--- config.mk ---
export PLATFORM = sky130hd
export DESIGN_NAME = clk_gate
export DESIGN_NICKNAME = d
export VERILOG_FILES = /design/src/verilog/clk_gate_pkg.sv /design/src/verilog/clk_gate.sv
export SDC_FILE = /design/constraint.sdc
export NUM_CORES = 1
export LEC_CHECK = 0
export ABC_AREA = 0
export ABC_CLOCK_PERIOD_IN_PS = 3170
export BUFFER_PORTS_ARGS = -buffer_cell sky130_fd_sc_hd__buf_2
export CAP_MARGIN = 20
export CELL_PAD_IN_SITES_DETAIL_PLACEMENT = 1
export CELL_PAD_IN_SITES_GLOBAL_PLACEMENT = 1
export CORE_MARGIN = 10
export CORE_UTILIZATION = 40
export DETAILED_ROUTE_END_ITERATION = 8
export GPL_TIMING_DRIVEN = 0
export PLACE_DENSITY = 0.84
export SLEW_MARGIN = 20
export SYNTH_ARGS = -nofsm -noshare
export SYNTH_HDL_FRONTEND = slang
export SYNTH_SLANG_ARGS = --single-unit
--- constraint.sdc ---
create_clock -name CLK_SYS_I -period 3.17 [get_ports CLK_SYS_I]
set_input_delay 0.1585 -clock CLK_SYS_I [delete_from_list [all_inputs] [get_ports CLK_SYS_I]]
set_output_delay 0.1585 -clock CLK_SYS_I [all_outputs]
set_load 0.02 [all_outputs]
--- src/verilog/clk_gate_pkg.sv ---
package clk_gate_pkg;

  // ****************************************
  // register map
  // ****************************************
  localparam logic [3:0]  ADDR_DIVIDER     = 4'h0;
  localparam logic [3:0]  ADDR_GATE        = 4'h4;
  localparam logic [3:0]  ADDR_PRESENT     = 4'h8;
  localparam logic [3:0]  ADDR_STATUS      = 4'hC;

  // ****************************************
  // divider control fields
  // ****************************************
  localparam int          DOZE_EN_BIT      = 11;
  localparam int          RATIO_LO         = 12;
  localparam int          RATIO_HI         = 14;
  localparam int          ROI_BIT          = 15;
  localparam logic [2:0]  RATIO_RESET      = 3'h0;
  localparam logic [15:0] DIVIDER_MASK     = 16'hF800;

  // ****************************************
  // gating register fields
  // ****************************************
  localparam int          NUM_PERIPH       = 10;
  localparam logic [15:0] GATE_MASK        = 16'hFAA9;
  localparam logic [15:0] GATE_RESET       = 16'h0000;
  localparam logic [15:0] PRESENT_DEFAULT  = 16'hFAA9;
  // bit position of each peripheral gate, index 0..9:
  // adc, spi, uart, i2c, pwm, timer1..timer5
  localparam int          GATE_POS [NUM_PERIPH] = '{0, 3, 5, 7, 9, 11, 12, 13, 14, 15};

  localparam int          DIV_CNT_W        = 7;
  localparam logic [1:0]  RESP_OKAY        = 2'b00;
  localparam logic [1:0]  RESP_SLVERR      = 2'b10;

endpackage

--- src/verilog/clk_gate.sv ---
// Added by the designer: the address map and the AXI4-Lite register port.
`timescale 1ns/1ps
module clk_gate
  import clk_gate_pkg::*;
(
  input  wire logic                  CLK_SYS_I,
  input  wire logic                  NRST_I,
  input  wire logic                  IRQ_I,
  input  wire logic [NUM_PERIPH-1:0] PERIPH_WR_I,
  input  wire logic [3:0]            S_AXI_AWADDR_I,
  input  wire logic                  S_AXI_AWVALID_I,
  output logic                       S_AXI_AWREADY_O,
  input  wire logic [31:0]           S_AXI_WDATA_I,
  input  wire logic [3:0]            S_AXI_WSTRB_I,
  input  wire logic                  S_AXI_WVALID_I,
  output logic                       S_AXI_WREADY_O,
  output logic [1:0]                 S_AXI_BRESP_O,
  output logic                       S_AXI_BVALID_O,
  input  wire logic                  S_AXI_BREADY_I,
  input  wire logic [3:0]            S_AXI_ARADDR_I,
  input  wire logic                  S_AXI_ARVALID_I,
  output logic                       S_AXI_ARREADY_O,
  output logic [31:0]                S_AXI_RDATA_O,
  output logic [1:0]                 S_AXI_RRESP_O,
  output logic                       S_AXI_RVALID_O,
  input  wire logic                  S_AXI_RREADY_I,
  output logic                       CORE_CLK_EN_O,
  output logic [NUM_PERIPH-1:0]      PERIPH_CLK_EN_O,
  output logic [NUM_PERIPH-1:0]      PERIPH_WR_EN_O
);

  // ****************************************
  // reset synchroniser
  // ****************************************
  logic rst_meta;
  logic rst_n;

  always_ff @(posedge CLK_SYS_I or negedge NRST_I) begin
    if (!NRST_I) begin
      rst_meta <= 1'b0;
      rst_n    <= 1'b0;
    end else begin
      rst_meta <= 1'b1;
      rst_n    <= rst_meta;
    end
  end

  // ****************************************
  // axi4-lite slave
  // ****************************************
  logic [15:0] divider_ctl;
  logic [15:0] gate_reg;
  logic [15:0] present;
  logic        aw_held;
  logic        w_held;
  logic [3:0]  aw_addr;
  logic [31:0] w_data;
  logic [3:0]  w_strb;
  logic        do_write;
  logic        wr_lo;
  logic        wr_hi;

  assign do_write = aw_held && w_held && !S_AXI_BVALID_O;
  assign wr_lo    = do_write && w_strb[0];
  assign wr_hi    = do_write && w_strb[1];

  always_ff @(posedge CLK_SYS_I or negedge rst_n) begin
    if (!rst_n) begin
      aw_held         <= 1'b0;
      aw_addr         <= 4'h0;
      S_AXI_AWREADY_O <= 1'b0;
    end else begin
      S_AXI_AWREADY_O <= !aw_held && !S_AXI_AWREADY_O && !S_AXI_BVALID_O;
      if (S_AXI_AWVALID_I && S_AXI_AWREADY_O) begin
        aw_held <= 1'b1;
        aw_addr <= S_AXI_AWADDR_I;
      end else if (do_write) begin
        aw_held <= 1'b0;
      end
    end
  end

  always_ff @(posedge CLK_SYS_I or negedge rst_n) begin
    if (!rst_n) begin
      w_held         <= 1'b0;
      w_data         <= 32'h0000_0000;
      w_strb         <= 4'h0;
      S_AXI_WREADY_O <= 1'b0;
    end else begin
      S_AXI_WREADY_O <= !w_held && !S_AXI_WREADY_O && !S_AXI_BVALID_O;
      if (S_AXI_WVALID_I && S_AXI_WREADY_O) begin
        w_held <= 1'b1;
        w_data <= S_AXI_WDATA_I;
        w_strb <= S_AXI_WSTRB_I;
      end else if (do_write) begin
        w_held <= 1'b0;
      end
    end
  end

  always_ff @(posedge CLK_SYS_I or negedge rst_n) begin
    if (!rst_n) begin
      S_AXI_BVALID_O <= 1'b0;
      S_AXI_BRESP_O  <= RESP_OKAY;
    end else if (do_write) begin
      S_AXI_BVALID_O <= 1'b1;
      S_AXI_BRESP_O  <= (aw_addr == ADDR_DIVIDER || aw_addr == ADDR_GATE ||
                         aw_addr == ADDR_PRESENT || aw_addr == ADDR_STATUS) ?
                        RESP_OKAY : RESP_SLVERR;
    end else if (S_AXI_BREADY_I) begin
      S_AXI_BVALID_O <= 1'b0;
    end
  end

  // ****************************************
  // doze control register
  // ****************************************
  logic        irq_restore;
  assign irq_restore = IRQ_I && divider_ctl[ROI_BIT];

  always_ff @(posedge CLK_SYS_I or negedge rst_n) begin
    if (!rst_n) begin
      divider_ctl <= {1'b0, RATIO_RESET, 12'h000};
    end else begin
      if (do_write && aw_addr == ADDR_DIVIDER) begin
        if (wr_lo)
          divider_ctl[7:0] <= w_data[7:0] & DIVIDER_MASK[7:0];
        if (wr_hi)
          divider_ctl[15:8] <= w_data[15:8] & DIVIDER_MASK[15:8];
      end
      if (irq_restore)
        divider_ctl[DOZE_EN_BIT] <= 1'b0;
    end
  end

  // ****************************************
  // gating and presence registers
  // ****************************************
  always_ff @(posedge CLK_SYS_I or negedge rst_n) begin
    if (!rst_n) begin
      gate_reg <= GATE_RESET;
    end else if (do_write && aw_addr == ADDR_GATE) begin
      if (wr_lo)
        gate_reg[7:0] <= w_data[7:0] & GATE_MASK[7:0];
      if (wr_hi)
        gate_reg[15:8] <= w_data[15:8] & GATE_MASK[15:8];
    end
  end

  always_ff @(posedge CLK_SYS_I or negedge rst_n) begin
    if (!rst_n) begin
      present <= PRESENT_DEFAULT;
    end else if (do_write && aw_addr == ADDR_PRESENT) begin
      if (wr_lo)
        present[7:0] <= w_data[7:0] & GATE_MASK[7:0];
      if (wr_hi)
        present[15:8] <= w_data[15:8] & GATE_MASK[15:8];
    end
  end

  // ****************************************
  // core clock divider
  // ****************************************
  logic [DIV_CNT_W-1:0] div_cnt;
  logic [DIV_CNT_W-1:0] div_limit;
  logic                 dozing;
  logic                 next_core_en;

  assign dozing    = divider_ctl[DOZE_EN_BIT] && !irq_restore;
  assign div_limit = DIV_CNT_W'((8'h01 << divider_ctl[RATIO_HI:RATIO_LO]) - 8'h01);

  always_comb begin
    next_core_en = 1'b1;
    if (dozing)
      next_core_en = (div_cnt >= div_limit);
  end

  always_ff @(posedge CLK_SYS_I or negedge rst_n) begin
    if (!rst_n) begin
      div_cnt       <= '0;
      CORE_CLK_EN_O <= 1'b0;
    end else begin
      CORE_CLK_EN_O <= next_core_en;
      if (!dozing || div_cnt >= div_limit)
        div_cnt <= '0;
      else
        div_cnt <= div_cnt + 1'b1;
    end
  end

  // ****************************************
  // per-peripheral enables
  // ****************************************
  for (genvar i = 0; i < NUM_PERIPH; i++) begin : g_periph
    logic on;
    assign on = !gate_reg[GATE_POS[i]] && present[GATE_POS[i]];

    always_ff @(posedge CLK_SYS_I or negedge rst_n) begin
      if (!rst_n) begin
        PERIPH_CLK_EN_O[i] <= 1'b0;
        PERIPH_WR_EN_O[i]  <= 1'b0;
      end else begin
        PERIPH_CLK_EN_O[i] <= on;
        PERIPH_WR_EN_O[i]  <= on && PERIPH_WR_I[i];
      end
    end
  end

  // ****************************************
  // read channel
  // ****************************************
  logic [15:0] periph_status;
  for (genvar j = 0; j < 16; j++) begin : g_stat
    logic hit;
    always_comb begin
      hit = 1'b0;
      for (int k = 0; k < NUM_PERIPH; k++)
        if (GATE_POS[k] == j && PERIPH_CLK_EN_O[k])
          hit = 1'b1;
    end
    assign periph_status[j] = hit;
  end

  always_ff @(posedge CLK_SYS_I or negedge rst_n) begin
    if (!rst_n) begin
      S_AXI_ARREADY_O <= 1'b0;
      S_AXI_RVALID_O  <= 1'b0;
      S_AXI_RDATA_O   <= 32'h0000_0000;
      S_AXI_RRESP_O   <= RESP_OKAY;
    end else begin
      S_AXI_ARREADY_O <= !S_AXI_ARREADY_O && !S_AXI_RVALID_O;
      if (S_AXI_ARVALID_I && S_AXI_ARREADY_O) begin
        S_AXI_RVALID_O <= 1'b1;
        S_AXI_RRESP_O  <= RESP_OKAY;
        case (S_AXI_ARADDR_I)
          ADDR_DIVIDER: S_AXI_RDATA_O <= {16'h0000, divider_ctl};
          ADDR_GATE:    S_AXI_RDATA_O <= {16'h0000, gate_reg};
          ADDR_PRESENT: S_AXI_RDATA_O <= {16'h0000, present};
          ADDR_STATUS:  S_AXI_RDATA_O <= {16'h0000, periph_status};
          default: begin
            S_AXI_RDATA_O <= 32'h0000_0000;
            S_AXI_RRESP_O <= RESP_SLVERR;
          end
        endcase
      end else if (S_AXI_RREADY_I) begin
        S_AXI_RVALID_O <= 1'b0;
      end
    end
  end
endmodule

After elaboration in Yosys (flattened, before gate mapping)
Cells that the tools add are included.

operators by class
  add/subtract/negate cells = 2
  $lt $le $gt $ge = 1
  eq/ne operators = 6
  shifts and indexed selects = 1
  mux-type cells = 25
  reduce and logical (&&, ||, !) cells = 75

operators by type and width
  kind                                              count
  one-hot mux 16 bit (4 select lines)               1
  logical AND 1 bit                                 37
  logical NOT 1 bit                                 19
  two-way mux 1 bit                                 19
  == test 4 bit, second input constant              4
  two-way mux 12 bit                                1
  AND reduction 2 bit                               6
  nonzero test 2 bit                                6
  == test 4 x 3 -> 1 bit, second input constant     2
  logical NOT 4 bit                                 2
  adder 7 x 1 -> 7 bit, second input constant       1
  greater-or-equal comparator 7 bit                 1
  two-way mux 7 bit                                 1
  << shifter 1 x 3 -> 7 bit, first input constant   1
  subtractor 7 x 1 -> 7 bit, second input constant  1
  logical OR 1 bit                                  4
  two-way mux 2 bit                                 2
  two-way mux 4 bit                                 1
  OR reduction 4 bit                                1

word-level totals
  flip-flop bits (word level) = 120
  input port bits = 62
  output and inout port bits = 62
  word-level logic and storage cells = 153

Depth between registers and ports, before layout
  depth after elaboration = 6
  gate-level depth with buffers = 6
  gate-level depth less buffers = 5

Least setup slack after synthesis
No wires, ideal clock.

  kind = register to register
  start point = reg divider_ctl[14]
  end point = reg div_cnt[5]
  setup time = 0.158 ns
  arrival = 1.592 ns
  required time = 3.012 ns
  slack = 1.420 ns
  cell stages (with the launch flop) = 7
  buffers on the path = 1
  period minus slack after synthesis = 1.750 ns
  cells stage by stage = dfrtp_1 -> clkbuf_1 -> or3_1 -> ha_1 -> nor2b_1 -> o21ai_1 -> a221oi_1

on the way
  cells in the longest elaborated chain, start to end = 5

ends and longest elaborated chain
  item                               RTL line         RTL
  start, declared                    clk_gate.sv:51   logic [15:0] divider_ctl;
  start signal, assigned             clk_gate.sv:123  divider_ctl <= {1'b0, RATIO_RESET, 12'h000};
  start signal, assigned             clk_gate.sv:129  divider_ctl[15:8] <= w_data[15:8] & DIVIDER_MASK[15:8];
  << shifter 1 x 3 -> 7 bit          clk_gate.sv:170  assign div_limit = DIV_CNT_W'((8'h01 << divider_ctl[RATIO_HI:RATIO_LO]) - 8'h01);
  subtractor 7 x 1 -> 7 bit          clk_gate.sv:170
  greater-or-equal comparator 7 bit  clk_gate.sv:184  if (!dozing || div_cnt >= div_limit)
  logical OR 1 bit                   clk_gate.sv:184
  two-way mux 7 bit                  clk_gate.sv:184
  end signal, assigned               clk_gate.sv:187  div_cnt <= div_cnt + 1'b1;
  end, declared                      clk_gate.sv:164  logic [DIV_CNT_W-1:0] div_cnt;

No other way between the ends.
A chain may end at the register's enable or synchronous reset.

Worst setup path in the final report
  start point = reg divider_ctl[14]
  end point = reg div_cnt[0]

The elaborated chain is that of the path after synthesis.

==> impl_metrics.py <==
metrics = {
    "run_status": {
        "status": "finished clean",
    },
    "setup_path": {
        "r2r_start": "divider_ctl[14]",
        "startpoint_type": "register",
        "crit_type": "reg2reg",
        "r2r_end": "div_cnt[0]",
        "crit_fanout": 9,
        "arrival_ps": 2470,
        "critPathRequiredTime_ps": 3420,
        "end_kind": "register",
        "r2r_cells": 6,
        "r2r_slack_ps": 950,
    },
    "timing": {
        "finalMaxSlewViolations": 0,
        "layout_setup_ws_ps": 947,
        "max_freq_ghz": 0.450,
        "fin_crit_ps": 2220,
        "rsz0062_at_grt": "false",
        "finalSetupViolations": 0,
        "skew_ps": 7.56,
        "min_period_over_period": 0.701,
        "max-slew-margin-rel": 0.475,
        "tns_ps": 0,
        "tightest_slew_ps": 787,
        "hold_viol": 0,
    },
    "routing": {
        "drc": 0,
        "wirelength_um": 9840,
        "drtIter0Drc": 100,
        "via_per_inst": 4.77,
        "ant_nets": 0,
        "drt_pre_antenna_iters": 4,
        "num_vias": 2664,
        "wl_per_cell_um": 17.6,
    },
    "finish": {
        "area_growth_pct": 24.2,
        "num_antenna_cells": 0,
        "nNetsFinal": 491,
        "fin_util": 0.508,
        "ff_latch_area_um2": 2270,
        "drive_above_1_share": 0.453,
        "multiInputGateArea_um2": 1490,
        "fillers": 1076,
        "final_area_um2": 4960,
    },
    "yosys": {
        "yosys_warnings": 0,
        "mappedNetlistArea_um2": 4000,
        "synth_area_leader_cell": "dfrtp_1",
        "synthDistinctLibCells": 42,
        "yosysSeqAreaShare": 0.567,
        "synth_area_leaders": "dfrtp_1 (50%), mux2_2 (11%), dfstp_2 (6.6%)",
        "ys_ff_latch": 90,
        "yosysTopAreaCellShare": 0.501,
        "netlist_instances": 305,
        "syn_avg_cell_area_um2": 13.1,
    },
    "clock_network": {
        "clk_pin_slew_ps": 90,
        "cts_buffers": 9,
        "cts_tree": "done",
        "cts_root_buffer": "clkbuf_8",
        "htreeDepth": 3,
        "clock_path_buffers": 2,
        "post_cts_resized": 0,
        "clock-sinks": 90,
        "clock_latency_ps": 350,
    },
    "worst_hold_path": {
        "min_path_cells": 2,
        "worstHoldStart": "PERIPH_WR_I[1]",
        "hp-class": "in2reg",
        "hold_end": "PERIPH_WR_EN_O[1]",
    },
    "placed_design": {
        "placed_area_um2": 4640,
        "dp_hpwl_um": 7380,
        "pre_cts_ws_ps": 957,
        "routabilityCongestion": 0.750,
        "portBuffers": 73,
    },
    "global_routing": {
        "grt_antenna_before_repair": 0,
        "grt_pass1_wl_um": 16100,
        "grt_max_degree": 55,
        "grt_pass1_vias": 3024,
        "overflow": 0,
        "grtUsageTotal": 0.137,
    },
    "flow_run": {
        "maxCapViolCount": 0,
    },
    "floorplanning": {
        "die-width_um": 120,
        "num_rows": 36,
        "start_util": 0.409,
        "boundaryPins": 124,
        "die-area_um2": 14400,
        "coreArea_um2": 9770,
        "fp.dieH_um": 120,
    },
    "pwr": {
        "power_density_nw_per_um2": 733,
        "p_total_mw": 3.64,
        "leakage_nw": 2.53,
        "ir_drop_mv": 0.245,
    },
}
==> report_power, final <==
part	switching, mW	total [mW]	internal (mW)
logic	0.529	1.00	0.472
registers	0.272	1.73	1.46
clock network	0.397	0.904	0.508
==> cell usage after synthesis (all sizes together) <==
| cell | number |
|---|---|
| conb | 2 |
| a21o | 2 |
| mux2i | 1 |
| dfstp | 10 |
| nor4b | 1 |
| nor2 | 6 |
| a22oi | 2 |
| o2111ai | 1 |
| buf | 39 |
| nand2 | 19 |
| clkbuf | 2 |
| xnor2 | 1 |
| mux2 | 42 |
| a221oi | 2 |
| and3 | 1 |
| nor3 | 4 |
| dfrtp | 80 |
| a222oi | 3 |
| nand3 | 5 |
| inv | 6 |
| or3 | 4 |
| nand4 | 1 |
| a22o | 5 |
| and3b | 1 |
| and4 | 1 |
| a21oi | 5 |
| o21ai | 12 |
| and4bb | 1 |
| xor2 | 2 |
| mux4 | 5 |
| a211oi | 5 |
| ha | 8 |
| nand4b | 1 |
| nor2b | 14 |
| and2 | 10 |
| and2b | 1 |
==> timing repair <==
action | in CTS | in global routing
setup buffers | 0 | 0
hold endpoints to repair | 9 | 0
hold buffers | 8 | 0
==> layout make-up <==
type                    instances  share of cell area
repair buffers                 82              0.0953
clock inverters                 4              0.0146
clock buffers                  12              0.0333
flip-flops and latches         90               0.457
plain buffers                  41              0.0605
multi-input cells             191               0.301
inverters                       6             0.00454
well taps                     133              0.0335
==> logic make-up after synthesis <==
kind of cell    after synthesis  share of synthesized area
mux                          48                      0.153
simple gates                 70                      0.103
compound gates               37                     0.0633
xor+xnor                      3                    0.00658
buf+inv                      47                     0.0808
other cells                   2                    0.00188
fa+ha+maj                     8                     0.0251
flops                        90                      0.567
==> critical path, cell delays in order (launching register included) <==
cell       delay (ps)
dfrtp_1           330
clkbuf_1          320
o21ai_0           190
ha_1              340
a21oi_1           180
o2111ai_1         390
a211oi_1          360
==> stage by stage <==
step           hold slack [ps]  instances
6_report                  25.3        559
5_1_grt                   26.5        559
4_1_cts                   19.4        559
3_5_place_dp             -53.3        535
3_3_place_gp             -55.4        534
2_1_floorplan             -137        328
==> routing by layer <==
layer	vias to the layer above	wire (µm)	share of wire	global-route usage
met3	13	643	0.065	0.0380
met5	-	0	0	0
met1	1323	4170	0.42	0.168
li1	1249	-	-	-
met2	79	4850	0.49	0.226
met4	0	167	0.017	0.0528
==> worst max-delay path by stage <==
stage / start / end / slack (ps) / cells past startpoint
after floorplan: rst_n / CORE_CLK_EN_O / 500 / 0
final: divider_ctl[14] / div_cnt[0] / 950 / 6
after detailed placement: divider_ctl[14] / div_cnt[5] / 960 / 6
after global placement: rst_n / PERIPH_WR_EN_O[2] / -420 / 0
after global routing: divider_ctl[14] / div_cnt[6] / 680 / 6
after CTS: divider_ctl[14] / div_cnt[5] / 910 / 6
==> cells in the final DEF (no fill, tap or decap), types with 3 or more instances in the layout <==
master,instances
dfrtp_1,79
dfstp_2,10
mux2_2,38
nand3_1,4
a211oi_1,5
conb_1,25
dlygate4sd3_1,8
and2_1,10
ha_1,8
nor2_1,6
nand2_1,19
mux2_4,4
o21ai_0,11
mux4_2,5
a21oi_1,5
or3_1,4
buf_4,34
clkbuf_8,12
inv_1,6
a22o_1,5
nor3_1,3
nor2b_1,14
a222oi_1,3
buf_2,76
Note: power is estimated with default switching activity, not from simulation.
